<file path="config.mk">
export PLATFORM = sky130hd
export DESIGN_NAME = dma_channel_arbiter
export DESIGN_NICKNAME = d
export VERILOG_FILES = /design/src/include/dma_arb_pkg.sv /design/src/dma_channel_arbiter.sv /design/src/dma_req_sampler.sv
export SDC_FILE = /design/constraint.sdc
export NUM_CORES = 1
export LEC_CHECK = 0
export BUFFER_PORTS_ARGS = -buffer_cell sky130_fd_sc_hd__buf_2
export CORE_MARGIN = 5
export CORE_UTILIZATION = 56
export CTS_CLUSTER_SIZE = 8
export DETAILED_ROUTE_END_ITERATION = 16
export PLACE_DENSITY_LB_ADDON = 0.25
export SLEW_MARGIN = 30
export SYNTH_ARGS = -nofsm -noshare
export SYNTH_HDL_FRONTEND = slang
export SYNTH_HIERARCHICAL = 1
export SYNTH_SLANG_ARGS = --single-unit
export TNS_END_PERCENT = 50
</file>
<file path="constraint.sdc">
create_clock -name i_clk -period 3.1 [get_ports i_clk]
set_input_delay 0.465 -clock i_clk [delete_from_list [all_inputs] [get_ports i_clk]]
set_output_delay 0.465 -clock i_clk [all_outputs]
set_load 0.01 [all_outputs]
</file>
<file path="src/include/dma_arb_pkg.sv">
// Package for the four-channel DMA arbiter and request sampler.
// Assumes a single 100 MHz clock and an AHB-Lite register slave.
package dma_arb_pkg;

	// ==========================================================
	// Geometry.
	localparam int unsigned N_CH   = 4;
	localparam int unsigned BEAT_W = 8;

	// ==========================================================
	// Register byte offsets, one word per channel mode register,
	// then a status word and one beat-count word per channel.
	localparam logic [7:0] OFF_MODE0  = 8'h00;
	localparam logic [7:0] OFF_STATUS = 8'h10;
	localparam logic [7:0] OFF_BEATS0 = 8'h20;

	// ==========================================================
	// Fields of the channel mode register.
	localparam int unsigned F_ACTIVE  = 0;
	localparam int unsigned F_EXTREQ  = 1;
	localparam int unsigned F_EDGE    = 2;
	localparam int unsigned F_BURST   = 3;
	localparam int unsigned F_BLOCK   = 4;
	localparam int unsigned F_SINGLE  = 5;
	localparam int unsigned F_TENDEN  = 6;
	localparam int unsigned F_DIRWR   = 7;
	localparam int unsigned F_SIZE    = 8;
	localparam int unsigned F_USB     = 10;
	localparam int unsigned F_ABORTED = 11;
	localparam logic [11:0] MODE_RST  = 12'h000;
	localparam logic [11:0] MODE_WMASK = 12'h7ff;

	// ==========================================================
	// Timing: the minimum idle gap between channel transfers.
	localparam int unsigned CLK_MHZ    = 100;
	localparam int unsigned GAP_NS     = 10;
	localparam int unsigned GAP_CYC    = (GAP_NS * CLK_MHZ + 999) / 1000;
	localparam int unsigned RD_CYC     = 1;
	localparam int unsigned WR_CYC     = 1;

	// ==========================================================
	// Sequencer states.
	typedef enum logic [4:0] {
		ST_IDLE  = 5'b00001,
		ST_READ  = 5'b00010,
		ST_WRITE = 5'b00100,
		ST_REL   = 5'b01000,
		ST_GAP   = 5'b10000
	} seq_e;

	// Sampler phases: waiting for low, or waiting for high after edge use.
	typedef enum logic [1:0] {
		SP_LOW  = 2'b01,
		SP_HIGH = 2'b10
	} samp_e;

endpackage

</file>
<file path="src/dma_channel_arbiter.sv">
// Four-channel DMA arbiter and bus-cycle sequencer with AHB-Lite
// registers. Assumes one clock; the system bus arbiter outside grants
// the bus when o_bus_req is high and i_bus_gnt returns.
//
// Operation
// - Fixed priority, channel 0 highest, channel 3 lowest, on simultaneous requests.
// - Outside auto cycle steal, pick highest other requester; start after release.
// - At each release, other master first; otherwise two idle cycles minimum.
// - Never switch channel mid-burst or mid-block.
// - Auto cycle steal: higher priority wins next release; lower waits.
// - Normal cycle steal releases bus after each unit for a CPU cycle.
// - Burst runs units back to back; all other requests wait.
// - NMI clears active bit of burst channels; burst aborts after current unit, or after the next one if the NMI edge lands in a write cycle.
// - A last burst cycle already launched still completes fully.
// - Block cycle steal moves one whole block per request, then releases.
// - Dual address cycle steal allows USB FIFO as source or destination.
// - Request pin sampled every clock from the edge after enabling write.
// - Edge mode latches low, clears at activation, then waits for high.
// - Edge mode resumes acceptance after write cycle once high was seen.
// - Level mode clears at activation, resumes at write cycle end.
// - Single address reads memory to device or device to memory, any size.
// - Single address releases the bus after each unit per request.
// - CPU sets active bit; controller clears it on end or NMI abort.
//
// Implementation choices: the register addresses and register access over AHB-Lite.
`timescale 1ns/1ps
`default_nettype none
module dma_channel_arbiter (
	// Clock and reset.
	input  wire logic        i_clk,
	input  wire logic        i_rst_b,
	// AHB-Lite slave.
	input  wire logic        i_hsel,
	input  wire logic [31:0] i_haddr,
	input  wire logic [1:0]  i_htrans,
	input  wire logic        i_hwrite,
	input  wire logic [2:0]  i_hsize,
	input  wire logic [31:0] i_hwdata,
	input  wire logic        i_hready,
	output logic      [31:0] o_hrdata,
	output logic             o_hreadyout,
	output logic             o_hresp,
	// External request pins and NMI.
	input  wire logic [3:0]  i_external_request_n,
	input  wire logic        i_nmi,
	// Per-channel completion from the address/count block.
	input  wire logic [3:0]  i_last_unit,
	// System bus arbitration.
	input  wire logic        i_other_master_req,
	input  wire logic        i_bus_gnt,
	output logic             o_bus_req,
	// Transfer cycle strobes.
	output logic             o_cyc_read,
	output logic             o_cyc_write,
	output logic             o_cyc_single,
	output logic             o_cyc_usb,
	output logic      [1:0]  o_cyc_size,
	output logic      [1:0]  o_cyc_chan,
	output logic             o_unit_done,
	output logic      [3:0]  o_transfer_end_n
);

	localparam logic [7:0] BEATS_RST = 8'h01;

	logic [11:0]             mode_q [4];
	logic [11:0]             mode_d [4];
	logic [7:0]              beats_q [4];
	logic [3:0]              pend;
	logic [3:0]              act_pulse;
	logic [3:0]              wend_pulse;
	logic [3:0]              req;
	dma_arb_pkg::seq_e       st_q, st_d;
	logic [1:0]              ch_q, ch_d;
	logic [7:0]              cnt_q, cnt_d;
	logic                    last_q, last_d;
	logic                    abort_q, abort_d;
	logic                    ap_q;
	logic                    apw_q;
	logic [7:0]              ap_addr_q;
	logic                    transfer_end_n_q [4];
	logic                    transfer_end_n_d [4];
	logic [1:0]              win;
	logic                    any;
	logic [3:0]              nmi_clr;
	logic                    nmi_s1, nmi_s2, nmi_s3;
	logic [3:0]              done_clr;

	// ==========================================================
	// Per-channel request samplers and raw requests.
	for (genvar g = 0; g < 4; g++) begin : g_ch
		dma_req_sampler u_samp (
			.i_clk       (i_clk),
			.i_rst_b     (i_rst_b),
			.i_enable    (mode_q[g][dma_arb_pkg::F_ACTIVE]
				&& mode_q[g][dma_arb_pkg::F_EXTREQ]),
			.i_edge      (mode_q[g][dma_arb_pkg::F_EDGE]),
			.i_ext_req_n (i_external_request_n[g]),
			.i_activate  (act_pulse[g]),
			.i_write_end (wend_pulse[g]),
			.o_pending   (pend[g])
		);
		assign req[g] = mode_q[g][dma_arb_pkg::F_ACTIVE]
			&& (mode_q[g][dma_arb_pkg::F_EXTREQ] ? pend[g] : 1'b1);
		assign act_pulse[g] = (st_q == dma_arb_pkg::ST_IDLE)
			&& (st_d == dma_arb_pkg::ST_READ) && (ch_d == 2'(g));
		assign wend_pulse[g] = (st_q == dma_arb_pkg::ST_WRITE)
			&& (st_d != dma_arb_pkg::ST_WRITE) && (ch_q == 2'(g));
		assign nmi_clr[g] = nmi_s2 && !nmi_s3
			&& mode_q[g][dma_arb_pkg::F_BURST];
		assign o_transfer_end_n[g] = !transfer_end_n_q[g];
	end

	// ==========================================================
	// NMI pin is asynchronous; detect its rising edge after sync.
	always_ff @(posedge i_clk or negedge i_rst_b) begin
		if (!i_rst_b) begin
			nmi_s1 <= 1'b0;
			nmi_s2 <= 1'b0;
			nmi_s3 <= 1'b0;
		end else begin
			nmi_s1 <= i_nmi;
			nmi_s2 <= nmi_s1;
			nmi_s3 <= nmi_s2;
		end
	end

	// ==========================================================
	// Fixed priority pick. In auto cycle steal the active channel
	// competes normally, so only higher channels beat it; elsewhere
	// the just-served channel is skipped if another waits.
	always_comb begin
		logic [3:0] cand;
		cand = req;
		if (!(mode_q[ch_q][dma_arb_pkg::F_EXTREQ] == 1'b0
			&& !mode_q[ch_q][dma_arb_pkg::F_BURST])
			&& (req & ~(4'b0001 << ch_q)) != 4'h0) begin
			cand = req & ~(4'b0001 << ch_q);
		end
		any = cand != 4'h0;
		win = 2'd0;
		for (int i = 3; i >= 0; i--) begin
			if (cand[i]) begin
				win = 2'(i);
			end
		end
	end

	// ==========================================================
	// Sequencer: read cycle, write cycle, then either continue
	// (burst or inside a block) or release for two cycles minimum.
	always_comb begin
		st_d    = st_q;
		ch_d    = ch_q;
		cnt_d   = cnt_q;
		last_d  = last_q;
		abort_d = abort_q || (nmi_clr[ch_q] && st_q != dma_arb_pkg::ST_IDLE);
		for (int i = 0; i < 4; i++) begin
			transfer_end_n_d[i] = 1'b0;
		end
		done_clr = 4'h0;
		unique case (st_q)
			dma_arb_pkg::ST_IDLE: begin
				abort_d = 1'b0;
				if (any && i_bus_gnt) begin
					st_d  = dma_arb_pkg::ST_READ;
					ch_d  = win;
					cnt_d = beats_q[win];
				end
			end
			dma_arb_pkg::ST_READ: begin
				// Single address uses one memory cycle only; the
				// device strobes data during it.
				last_d = i_last_unit[ch_q];
				transfer_end_n_d[ch_q] = i_last_unit[ch_q]
					&& mode_q[ch_q][dma_arb_pkg::F_TENDEN];
				st_d = dma_arb_pkg::ST_WRITE;
			end
			dma_arb_pkg::ST_WRITE: begin
				cnt_d = cnt_q - 8'd1;
				if (last_q) begin
					done_clr[ch_q] = 1'b1;
					st_d = dma_arb_pkg::ST_REL;
				end else if (abort_q) begin
					st_d = dma_arb_pkg::ST_REL;
				end else if (mode_q[ch_q][dma_arb_pkg::F_BURST]) begin
					st_d = dma_arb_pkg::ST_READ;
				end else if (mode_q[ch_q][dma_arb_pkg::F_BLOCK]
					&& cnt_q > 8'd1) begin
					st_d = dma_arb_pkg::ST_READ;
				end else begin
					st_d = dma_arb_pkg::ST_REL;
				end
			end
			dma_arb_pkg::ST_REL: begin
				st_d = dma_arb_pkg::ST_GAP;
			end
			dma_arb_pkg::ST_GAP: begin
				// Another master takes the bus here if it asks; the
				// outside arbiter holds grant low until it is done.
				st_d = dma_arb_pkg::ST_IDLE;
			end
		endcase
	end

	always_ff @(posedge i_clk or negedge i_rst_b) begin
		if (!i_rst_b) begin
			st_q    <= dma_arb_pkg::ST_IDLE;
			ch_q    <= 2'd0;
			cnt_q   <= 8'h00;
			last_q  <= 1'b0;
			abort_q <= 1'b0;
			for (int i = 0; i < 4; i++) begin
				transfer_end_n_q[i] <= 1'b0;
			end
		end else begin
			st_q    <= st_d;
			ch_q    <= ch_d;
			cnt_q   <= cnt_d;
			last_q  <= last_d;
			abort_q <= abort_d;
			for (int i = 0; i < 4; i++) begin
				transfer_end_n_q[i] <= transfer_end_n_d[i] || (transfer_end_n_q[i]
					&& st_q == dma_arb_pkg::ST_READ);
			end
		end
	end

	// ==========================================================
	// Bus request: asked while idle with work, dropped at release
	// so that a waiting master wins the gap.
	assign o_bus_req = (st_q == dma_arb_pkg::ST_IDLE && any)
		|| st_q == dma_arb_pkg::ST_READ || st_q == dma_arb_pkg::ST_WRITE;

	always_comb begin
		o_cyc_read   = st_q == dma_arb_pkg::ST_READ;
		o_cyc_write  = st_q == dma_arb_pkg::ST_WRITE
			&& !mode_q[ch_q][dma_arb_pkg::F_SINGLE];
		o_cyc_single = mode_q[ch_q][dma_arb_pkg::F_SINGLE]
			&& st_q == dma_arb_pkg::ST_READ;
		o_cyc_usb    = mode_q[ch_q][dma_arb_pkg::F_USB];
		o_cyc_size   = mode_q[ch_q][dma_arb_pkg::F_SIZE +: 2];
		o_cyc_chan   = ch_q;
		o_unit_done  = st_q == dma_arb_pkg::ST_WRITE;
	end

	// ==========================================================
	// AHB-Lite slave: zero wait states, always OKAY.
	assign o_hreadyout = 1'b1;
	assign o_hresp     = 1'b0;

	always_ff @(posedge i_clk or negedge i_rst_b) begin
		if (!i_rst_b) begin
			ap_q      <= 1'b0;
			apw_q     <= 1'b0;
			ap_addr_q <= 8'h00;
		end else if (i_hready) begin
			ap_q      <= i_hsel && i_htrans[1];
			apw_q     <= i_hwrite;
			ap_addr_q <= i_haddr[7:0];
		end
	end

	// Mode registers: hardware clears of the active bit win over a
	// simultaneous software write, since the channel has stopped.
	always_comb begin
		for (int i = 0; i < 4; i++) begin
			mode_d[i] = mode_q[i];
			if (ap_q && apw_q
				&& ap_addr_q == dma_arb_pkg::OFF_MODE0 + 8'(4 * i)) begin
				mode_d[i] = i_hwdata[11:0] & dma_arb_pkg::MODE_WMASK;
			end
			if (done_clr[i] || nmi_clr[i]) begin
				mode_d[i][dma_arb_pkg::F_ACTIVE] = 1'b0;
			end
			if (nmi_clr[i]) begin
				mode_d[i][dma_arb_pkg::F_ABORTED] = 1'b1;
			end
		end
	end

	always_ff @(posedge i_clk or negedge i_rst_b) begin
		if (!i_rst_b) begin
			for (int i = 0; i < 4; i++) begin
				mode_q[i]  <= dma_arb_pkg::MODE_RST;
				beats_q[i] <= BEATS_RST;
			end
		end else begin
			for (int i = 0; i < 4; i++) begin
				mode_q[i] <= mode_d[i];
				if (ap_q && apw_q && ap_addr_q
					== dma_arb_pkg::OFF_BEATS0 + 8'(4 * i)) begin
					beats_q[i] <= i_hwdata[7:0];
				end
			end
		end
	end

	// Read mux: combinational in the data phase.
	always_comb begin
		o_hrdata = 32'h0000_0000;
		for (int i = 0; i < 4; i++) begin
			if (ap_addr_q == dma_arb_pkg::OFF_MODE0 + 8'(4 * i)) begin
				o_hrdata = {20'h0_0000, mode_q[i]};
			end
			if (ap_addr_q == dma_arb_pkg::OFF_BEATS0 + 8'(4 * i)) begin
				o_hrdata = {24'h00_0000, beats_q[i]};
			end
		end
		if (ap_addr_q == dma_arb_pkg::OFF_STATUS) begin
			o_hrdata = {22'h00_0000, pend, 1'b0, st_q};
		end
		if (!ap_q || apw_q) begin
			o_hrdata = 32'h0000_0000;
		end
	end

endmodule
`default_nettype wire

</file>
<file path="src/dma_req_sampler.sv">
// One channel's external request sampler: synchroniser, edge or level
// sensing, pending latch. Assumes the sequencer pulses activate and
// write-end on separate clocks, never together.
`timescale 1ns/1ps
`default_nettype none
module dma_req_sampler (
	// Clock and reset.
	input  wire logic i_clk,
	input  wire logic i_rst_b,
	// Configuration.
	input  wire logic i_enable,
	input  wire logic i_edge,
	// Pin from outside the clock domain.
	input  wire logic i_ext_req_n,
	// Sequencer events.
	input  wire logic i_activate,
	input  wire logic i_write_end,
	// Result.
	output logic      o_pending
);

	logic               sync1_q, sync2_q;
	logic               pend_q, pend_d;
	logic               accept_q, accept_d;
	dma_arb_pkg::samp_e ph_q, ph_d;

	// ==========================================================
	// Two-flop synchroniser; only the second flop feeds logic.
	always_ff @(posedge i_clk or negedge i_rst_b) begin
		if (!i_rst_b) begin
			sync1_q <= 1'b1;
			sync2_q <= 1'b1;
		end else begin
			sync1_q <= i_ext_req_n;
			sync2_q <= sync1_q;
		end
	end

	// ==========================================================
	// Sampling starts the edge after enable is seen, since enable
	// itself is registered by the write cycle that sets it.
	always_comb begin
		pend_d   = pend_q;
		accept_d = accept_q;
		ph_d     = ph_q;
		if (!i_enable) begin
			pend_d   = 1'b0;
			accept_d = 1'b1;
			ph_d     = dma_arb_pkg::SP_LOW;
		end else begin
			if (ph_q == dma_arb_pkg::SP_HIGH && sync2_q) begin
				ph_d = dma_arb_pkg::SP_LOW;
			end
			if (i_write_end) begin
				// Acceptance reopens after every write cycle. In edge
				// mode the high-phase gate still blocks a new request
				// until the pin has been high, however late that is,
				// so a slow pin cannot lock the channel out for good.
				accept_d = 1'b1;
			end
			if (accept_q && !sync2_q && ph_q == dma_arb_pkg::SP_LOW) begin
				pend_d = 1'b1;
			end
			if (i_activate) begin
				pend_d   = 1'b0;
				accept_d = 1'b0;
				if (i_edge) begin
					ph_d = dma_arb_pkg::SP_HIGH;
				end
			end
		end
	end

	always_ff @(posedge i_clk or negedge i_rst_b) begin
		if (!i_rst_b) begin
			pend_q   <= 1'b0;
			accept_q <= 1'b1;
			ph_q     <= dma_arb_pkg::SP_LOW;
		end else begin
			pend_q   <= pend_d;
			accept_q <= accept_d;
			ph_q     <= ph_d;
		end
	end

	assign o_pending = pend_q;

endmodule
`default_nettype wire
</file>
==> flow_summary_export.csv, run 1 <==
group,metric,value,unit
outcome,outcome,"finished, final reports clean",
global_route,grt_use_total,0.278,
setup_path,crit_path_start_kind,"flip-flop",
placed_design,port_buffers,60,
clocking,clk_path_buf_depth,2,
route,via_per_inst,6.30,
sta,fin_skew,8.42,ps
job,maxCapViolations,0,
synth,netlist_area,7130,sq um
sta,finalSetupViolCount,0,
setup_path,worstReg2RegStart,"o_cyc_chan[0]",
route,wl_per_cell,22.0,um
setup_path,cp_max_fo,7,
power,p_per_area,632,nW/um^2
route,first_pass_iters,5,
synth,synth_seq_cells,138,
synth,yosysWarnings,6,
synth,async_flop_share,1.00,
sta,finalMaxSlewViolations,0,
power,leakagePower,3.55,nW
die,die_x,123,um
cells_and_area,layout_common_cells,"dfrtp_1, buf_2, mux2_1",
setup_path,worstRegToRegCells,10,
synth,ys_types,63,
die,die_y,123,um
cells_and_area,area_delta_synth_final,17.1,%
cells_and_area,drive_gt1_frac,0.303,
setup_path,required,2630,ps
synth,seq_area_frac_synth,0.488,
hold_path,hold_class,"primary input to asynchronous set/reset pin",
setup_path,crit_path_end_kind,"primary output",
global_route,antenna_found_initial,0,
global_route,first_global_vias,5817,
setup_path,rr_endpoint,"g_ch[1].u_samp/ph_q[1]",
global_route,grt_max_degree,68,
route,drtAntennaViolNets,0,
sta,max_slew_margin,0.417,
cells_and_area,fill_cells,935,
clocking,insertion_delay,430,ps
cells_and_area,fin_nets,796,
sta,fin_crit,2990,ps
sta,period_share,0.965,
clocking,root_buffer,"clkbuf_16",
sta,rsz0062_at_grt,"false",
route,drc,0,
synth,syn_area_per_cell,11.2,sq um
clocking,cts_max_level,4,
sta,tightest_slew,875,ps
clocking,cts_buffers,17,
synth,synth_cells,634,
placed_design,postPlaceCellArea,7580,sq um
die,rows,41,
power,irDropWorstVdd,0.398,mV
cells_and_area,num_antenna_cells,0,
sta,worst_slack,108,ps
setup_path,arrival,2530,ps
power,power,5.28,mW
clocking,cts_tree,"built",
clocking,hold_buffers,0,
global_route,grt_pass1_wl,31200,um
route,vias,5631,
clocking,clock_sinks,138,
cells_and_area,finalInstanceArea,8350,sq um
placed_design,dp_hpwl,13500,um
placed_design,gp_congestion,0.937,
setup_path,critPathCapture,"o_hrdata[0]",
synth,synth_ff_type,"dfrtp_1",
route,drtIter0Drc,561,
setup_path,setup.worst_path.start,"ap_addr_q[6]",
die,ioPinCount,133,
synth,synth_edf_count,0,
setup_path,r2r_slack,390,ps
sta,hold_viol_final,0,
setup_path,path_class,"flip-flop to primary output",
die,coreArea,12600,sq um
die,start_util,0.567,
cells_and_area,final_common_cell,"dfrtp_1",
route,drt-total-wl,19600,um
die,die_area,15100,sq um
clocking,path_clk_slew,60,ps
placed_design,place_ws,380,ps
sta,max_clock_freq,0.334,GHz
global_route,overflow,0,
-- synthesized netlist by cell type, types with 15 or more instances --
cell      number  area, sq um
nor2_1        38          143
dfstp_2       21          552
a21oi_1       24          120
dfrtp_1      117         2930
clkbuf_1      19         71.3
mux2_2        30          338
mux2i_1       15          150
nand2_1       52          195
inv_1         17         63.8
buf_4         22          165
mux2_1        54          608
nand3_1       16         80.1
-- metal layers --
layer	share of wire	global-route usage	vias to the layer above
met3	0.093	0.0687	68
met4	0.045	0.158	0
li1	-	-	2442
met2	0.47	0.426	324
met1	0.40	0.362	2797
met5	0	0	-
-- final cells by class --
type / count / area, sq um / area share
repair buffers: 90 / 557 / 0.0667
well taps: 172 / 215 / 0.0258
multi-input cells: 438 / 3370 / 0.403
flip-flops and latches: 138 / 3480 / 0.417
clock buffers: 25 / 505 / 0.0605
inverters: 24 / 90.1 / 0.0108
clock inverters: 7 / 135 / 0.0162
-- state kept, by name (all words and copies together), names as in the netlist, 2 cells and up --
register	flops
ap_addr_q	8
beats_q	32
cnt_q	8
g_ch.u_samp/accept_q	4
g_ch.u_samp/o_pending	4
g_ch.u_samp/ph_q	8
g_ch.u_samp/sync1_q	4
g_ch.u_samp/sync2_q	4
mode_q	48
o_cyc_chan	2
st_q	5
transfer_end_n_q	4
-- worst min-delay path by stage --
stage | slack [ps] | to | from
4_1_cts | 60 | st_q[2] | i_rst_b
2_1_floorplan | 170 | abort_q | i_rst_b
5_1_grt | 80 | g_ch[2].u_samp/o_pending | i_rst_b
3_5_place_dp | 350 | nmi_s2 | nmi_s1
3_3_place_gp | 330 | nmi_s2 | nmi_s1
6_report | 40 | st_q[2] | i_rst_b
-- critical path: stages, from the launching register on --
cell      delay [ps]
dfrtp_1          420
or4_4            580
nor2_4           190
buf_12           140
buf_4            170
a222oi_1          80
nand3_1           80
a221oi_1          60
nor2_1           210
buf_2            170
-- cell families (layout without fill, tap and decap cells) --
logic type / Yosys count / after routing / share of synthesized area
DFF: 138 / 138 / 0.488
xor gates and xnor gates: 1 / 1 / 0.00123
other: 2 / 22 / 0.00105
buffers and inverters: 78 / 146 / 0.0577
and+or+nand+nor: 174 / 174 / 0.121
AOI/OAI and AO/OA: 131 / 131 / 0.145
adders and majority gates: 2 / 2 / 0.00351
muxes: 108 / 108 / 0.182
-- timing repair --
item	4_1_cts	5_1_grt
gates resized for setup	6	13
pin swaps	0	7
endpoints found under the setup margin	4	7
endpoints found under the hold margin	0	0
buffers inserted	0	8
-- stage by stage --
stage	setup TNS (ps)	instances	hold WS (ps)	utilization
floorplan	0	654	169	-
global placement	0	854	333	0.603
detailed placement	0	854	346	0.603
CTS	-9.13	886	55.5	0.656
global route	0	894	84.5	0.665
finish	0	894	41.2	0.665
-- power by group --
| part | leakage (nW) | internal [mW] | total, mW | switching, mW |
|---|---|---|---|---|
| sequential | 1.61 | 1.99 | 2.22 | 0.232 |
| clock | 0.317 | 1.45 | 2.19 | 0.741 |
| combinational | 1.61 | 0.396 | 0.872 | 0.476 |
(Power assumes the default switching activity.)
==> run 2, diff against run 1 <==
--- a/config.mk
+++ b/config.mk
@@ -7,10 +7,11 @@
 export LEC_CHECK = 0
 export BUFFER_PORTS_ARGS = -buffer_cell sky130_fd_sc_hd__buf_2
 export CORE_MARGIN = 5
-export CORE_UTILIZATION = 56
+export CORE_UTILIZATION = 60
 export CTS_CLUSTER_SIZE = 8
 export DETAILED_ROUTE_END_ITERATION = 16
 export PLACE_DENSITY_LB_ADDON = 0.25
+export SETUP_SLACK_MARGIN = 0.5
 export SLEW_MARGIN = 30
 export SYNTH_ARGS = -nofsm -noshare
 export SYNTH_HDL_FRONTEND = slang
==> constraint.sdc (replaced) <==
create_clock -name i_clk -period 3.7 [get_ports i_clk]
set_input_delay 0.555 -clock i_clk [delete_from_list [all_inputs] [get_ports i_clk]]
set_output_delay 0.555 -clock i_clk [all_outputs]
set_load 0.01 [all_outputs]
==> run 2 against run 1 <==
Wire length down 4.6%. Global-route usage down 0.71 points. Via count down 2.1%. Design area down 2.8%. Critical path type unchanged. Sequential cell count unchanged.
==> flow_summary_export.csv, run 2 (same netlist as run 1, synthesis figures left out) <==
group,metric,value,unit
power,leakagePower,3.43,nW
sta,worst_slack,546,ps
placed_design,gp_congestion,0.939,
cells_and_area,final_common_cell,"dfrtp_1",
job,maxCapViolations,0,
power,irDropWorstVdd,0.385,mV
route,vias,5512,
cells_and_area,layout_common_cells,"dfrtp_1, buf_2, mux2_1",
sta,hold_viol_final,0,
sta,setup_tns,0,ps
placed_design,dp_hpwl,12900,um
power,power.switching,1.24,mW
clocking,insertion_delay,430,ps
sta,fin_skew,8.25,ps
route,wl_met1,7360,um
setup_path,arrival,2600,ps
clocking,cts_tree,"built",
power,p_per_area,522,nW/um^2
route,wl_met3,1960,um
placed_design,dp_cells,814,
die,start_util,0.619,
route,drc,0,
route,drt-total-wl,18700,um
cells_and_area,fin_util,0.705,
hold_path,hold_class,"primary input to asynchronous set/reset pin",
clocking,clk_path_buf_depth,2,
power,clkPwrFrac,0.391,
setup_path,setup.worst_path.start,"ap_addr_q[4]",
sta,finalMaxSlewViolations,0,
cells_and_area,largest_reg_flops,48,
sta,max_clock_freq,0.317,GHz
power,seq_power_share,0.442,
die,rows,39,
die,die_x,119,um
clocking,root_buffer,"clkbuf_16",
global_route,grt_use_total,0.271,
route,first_pass_iters,5,
setup_path,crit_path_end_kind,"primary output",
die,die_area,14200,sq um
placed_design,port_buffers,60,
die,coreArea,11500,sq um
power,sw_frac_of_total,0.293,
route,via_per_inst,6.48,
route,drtIter0Drc,717,
global_route,grt_pass1_wl,30000,um
clocking,cts_buffers,17,
setup_path,crit_path_start_kind,"flip-flop",
setup_path,cp_max_fo,8,
route,drtAntennaViolNets,0,
route,wl_per_cell,22.0,um
power,power,4.23,mW
cells_and_area,largest-register,"mode_q",
clocking,path_clk_slew,60,ps
cells_and_area,num_antenna_cells,0,
sta,finalSetupViolCount,0,
cells_and_area,area_delta_synth_final,13.8,%
route,wl_met2,8930,um
route,routed.top_layer,"met4",
outcome,outcome,"finished, final reports clean",
setup_path,required,3140,ps
global_route,overflow,0,
sta,rsz0062_at_grt,"true",
cells_and_area,drive_gt1_frac,0.284,
cells_and_area,final_cells,850,
die,ioPinCount,133,
die,die_y,119,um
cells_and_area,fin_nets,781,
setup_path,worstReg2RegStart,"o_cyc_chan[1]",
cells_and_area,largestRegisters,"mode_q (48), beats_q (32)",
sta,tightest_slew,945,ps
clocking,cts_max_level,4,
sta,period_share,0.852,
power,combPwrFrac,0.167,
global_route,first_global_vias,5587,
power,p_int,2.99,mW
global_route,antenna_found_initial,0,
sta,max_slew_margin,0.370,
global_route,grt_max_degree,103,
placed_design,place_ws,742,ps
cells_and_area,fill_cells,840,
clocking,clock_sinks,138,
setup_path,path_class,"flip-flop to primary output",
sta,fin_crit,3150,ps
-- run 2: repair_timing --
item | in CTS | in global routing
hold buffers | 0 | 0
pin swaps | 0 | 1
setup endpoints to repair | 7 | 13
setup buffers | 0 | 4
resized for setup | 4 | 9
-- run 2: power by group through the flow --
stage / sequential, mW / combinational [mW] / clock, mW
after floorplan: 1.77 / 0.568 / 0
after global placement: 1.87 / 0.664 / 0
after detailed placement: 1.88 / 0.690 / 0
after CTS: 1.86 / 0.696 / 1.67
after global routing: 1.89 / 0.776 / 1.74
final: 1.87 / 0.707 / 1.65
-- run 2: final cells by class --
type                       count  area, sq um  area share
clock buffer                  22          454      0.0560
tap                          143          179      0.0220
inverter                      24         90.1      0.0111
sequential                   138         3480       0.429
timing repair buffer          75          438      0.0540
multi-input combinational    438         3350       0.413
clock inverter                10          119      0.0146
-- run 2: final timing paths --
path / end / cells after the start / slack [ps]
worst max-delay path: o_hrdata[6] / 9 / 550
worst min-delay path: beats_q[4] / 1 / 230
worst max register to register: cnt_q[5] / 7 / 640
worst min register to register: g_ch[3].u_samp/sync2_q / 0 / 360
max in group asynchronous: beats_q[24] / 2 / 2710
min in group i_clk: g_ch[3].u_samp/sync1_q / 1 / 230
-- run 2: layer usage --
metal	vias up	track usage
li1	2417	-
met1	2714	0.348
met2	333	0.437
met3	48	0.0787
met4	0	0.106
met5	-	0
-- run 2: critical path: stages (launching register included) --
cell and delay [ps]:
dfrtp_2 450, or4_4 560, nor2_2 150, buf_6 170
a22o_1 150, a221oi_1 60, nand3_1 110, o21ai_0 100
a21oi_1 230, buf_2 190
-- run 2: metrics by stage --
stage | hold WS (ps) | area (sq um)
CTS | 217 | 8050
floorplan | 259 | 7210
global placement | 333 | 7470
finish | 226 | 8120
global route | 212 | 8120
detailed placement | 348 | 7470
==> run 3, diff against run 2 <==
--- a/config.mk
+++ b/config.mk
@@ -11,6 +11,7 @@
 export CTS_CLUSTER_SIZE = 8
 export DETAILED_ROUTE_END_ITERATION = 16
 export PLACE_DENSITY_LB_ADDON = 0.25
+export REMOVE_ABC_BUFFERS = 1
 export SETUP_SLACK_MARGIN = 0.5
 export SLEW_MARGIN = 30
 export SYNTH_ARGS = -nofsm -noshare
==> run 3 against run 2 <==
Count of clock-buffer cells in the layout down 1. Combinational power down 2%. Design area up 0.63%. Non-clock buffer count up 4. Register-to-register slack better by 90 ps. Sequential share of layout area down 0.27 points. Sequential power about the same. Clock skew up 0.74 ps. Power up 1.3%. Via count down 0.33%. Worst setup slack better by 8.6 ps. Largest cell class unchanged. Largest power group unchanged.
==> flow_summary_export.csv, run 3 (same netlist as run 1, synthesis figures left out) <==
group,metric,value,unit
sta,hold_viol_final,0,
power,power.switching,1.23,mW
placed_design,gp_congestion,0.906,
cells_and_area,layout_common_cells,"dfrtp_1, buf_2, mux2_1",
sta,max_slew_margin,0.390,
cells_and_area,num_antenna_cells,0,
die,start_util,0.619,
setup_path,required,3140,ps
cells_and_area,largest-register,"mode_q",
global_route,grtUsageMet2,0.434,
global_route,met1_usage,0.339,
setup_path,crit_path_end_kind,"primary output",
hold_path,hold_class,"primary input to asynchronous set/reset pin",
route,via_per_inst,6.43,
route,drc,0,
placed_design,port_buffers,60,
global_route,grt_use_total,0.273,
global_route,grt_max_degree,99,
power,p_per_area,525,nW/um^2
die,die_area,14200,sq um
global_route,first_global_vias,5601,
placed_design,place_ws,741,ps
sta,finalMaxSlewViolations,0,
setup_path,arrival,2590,ps
global_route,grt-busiest-layer,"met2",
cells_and_area,area_delta_synth_final,14.5,%
cells_and_area,final_common_cell,"dfrtp_1",
global_route,grt_pass1_wl,29900,um
cells_and_area,fill_cells,827,
setup_path,cp_max_fo,3,
route,drtIter0Drc,526,
sta,rsz0062_at_grt,"true",
sta,finalSetupViolCount,0,
die,die_y,119,um
die,coreArea,11500,sq um
clocking,cts_max_level,4,
route,drtAntennaViolNets,0,
route,drt-total-wl,19000,um
cells_and_area,largestRegisters,"mode_q (48), beats_q (32)",
route,first_pass_iters,6,
sta,max_clock_freq,0.318,GHz
sta,fin_crit,3150,ps
sta,period_share,0.850,
cells_and_area,drive_gt1_frac,0.291,
setup_path,crit_path_start_kind,"flip-flop",
sta,tightest_slew,915,ps
clocking,cts_buffers,17,
global_route,antenna_found_initial,0,
clocking,path_clk_slew,60,ps
sta,setup_tns,0,ps
setup_path,setup.worst_path.start,"ap_addr_q[2]",
power,irDropWorstVdd,0.412,mV
die,rows,39,
route,vias,5494,
job,maxCapViolations,0,
clocking,clock_sinks,138,
die,die_x,119,um
setup_path,path_class,"flip-flop to primary output",
global_route,overflow,0,
power,seq_power_share,0.436,
power,clkPwrFrac,0.402,
clocking,cts_tree,"built",
cells_and_area,largest_reg_flops,48,
route,wl_per_cell,22.2,um
outcome,outcome,"finished, final reports clean",
sta,finalHoldWorstSlack,206,ps
sta,worst_slack,555,ps
power,p_int,3.06,mW
clocking,root_buffer,"clkbuf_16",
die,ioPinCount,133,
power,sw_frac_of_total,0.287,
sta,fin_skew,8.98,ps
power,combPwrFrac,0.162,
setup_path,r2r_slack,730,ps
power,leakagePower,3.45,nW
clocking,clk_path_buf_depth,2,
global_route,use_met3,0.0806,
power,power,4.29,mW
cells_and_area,fin_util,0.709,
placed_design,dp_hpwl,12500,um
setup_path,worstReg2RegStart,"o_cyc_chan[0]",
clocking,insertion_delay,430,ps
cells_and_area,fin_nets,785,
-- run 3: cell types whose count changed in the layout (fill, tap and decap cells not counted), sizes merged --
cell,delta
clkbuf,-1
bufinv,+1
buf,+4
-- run 3: area by class of cell --
type | instances | area [sq um] | share of cell area
tap | 143 | 179 | 0.0219
clock buffer | 21 | 450 | 0.0552
clock inverter | 11 | 145 | 0.0178
inverter | 24 | 90.1 | 0.0110
sequential | 138 | 3480 | 0.426
multi-input combinational | 438 | 3360 | 0.412
timing repair buffer | 79 | 459 | 0.0562
-- run 3: metal layers --
layer | share of wire | wire, um | vias up
met5 | 0 | 0 | -
met1 | 0.39 | 7370 | 2688
met4 | 0.050 | 941 | 0
met3 | 0.096 | 1830 | 76
li1 | - | - | 2422
met2 | 0.47 | 8840 | 308
-- run 3: repair_timing --
item / 4_1_cts / 5_1_grt
resized for setup: 4 / 13
pin swaps: 1 / 9
setup endpoints to repair: 8 / 8
hold buffers: 0 / 0
buffers inserted: 0 / 5
-- run 3: worst max-delay path: stages, from the launching register on --
cell and delay, ps:
dfrtp_2 410, or4_4 580, nor2b_2 150, buf_6 110, a22oi_1 60, a31oi_1 220
a2111oi_1 70, o32ai_1 350, buf_2 200
-- run 3: worst paths after layout --
check                                          to  depth (start not counted)
setup reg to reg                         cnt_q[5]                          7
hold reg to reg                            nmi_s2                          0
setup / recovery                      o_hrdata[1]                          8
min in group i_clk         g_ch[0].u_samp/sync1_q                          1
hold / removal             g_ch[0].u_samp/ph_q[1]                          1
max in group asynchronous                cnt_q[1]                          2
-- run 3: metrics by stage --
step / cell area, sq um / cells
global placement: 7480 / 817
CTS: 8090 / 849
detailed placement: 7480 / 817
floorplan: 6890 / 600
finish: 8170 / 854
global route: 8170 / 854
-- run 3: power groups by stage --
| stage | Sequential, mW | Clock [mW] | Combinational (mW) |
|---|---|---|---|
| 2_1_floorplan | 1.83 | 0 | 0.455 |
| 3_3_place_gp | 1.87 | 0 | 0.654 |
| 3_5_place_dp | 1.88 | 0 | 0.674 |
| 5_1_grt | 1.89 | 1.83 | 0.765 |
| 4_1_cts | 1.86 | 1.74 | 0.682 |
| 6_report | 1.87 | 1.73 | 0.693 |
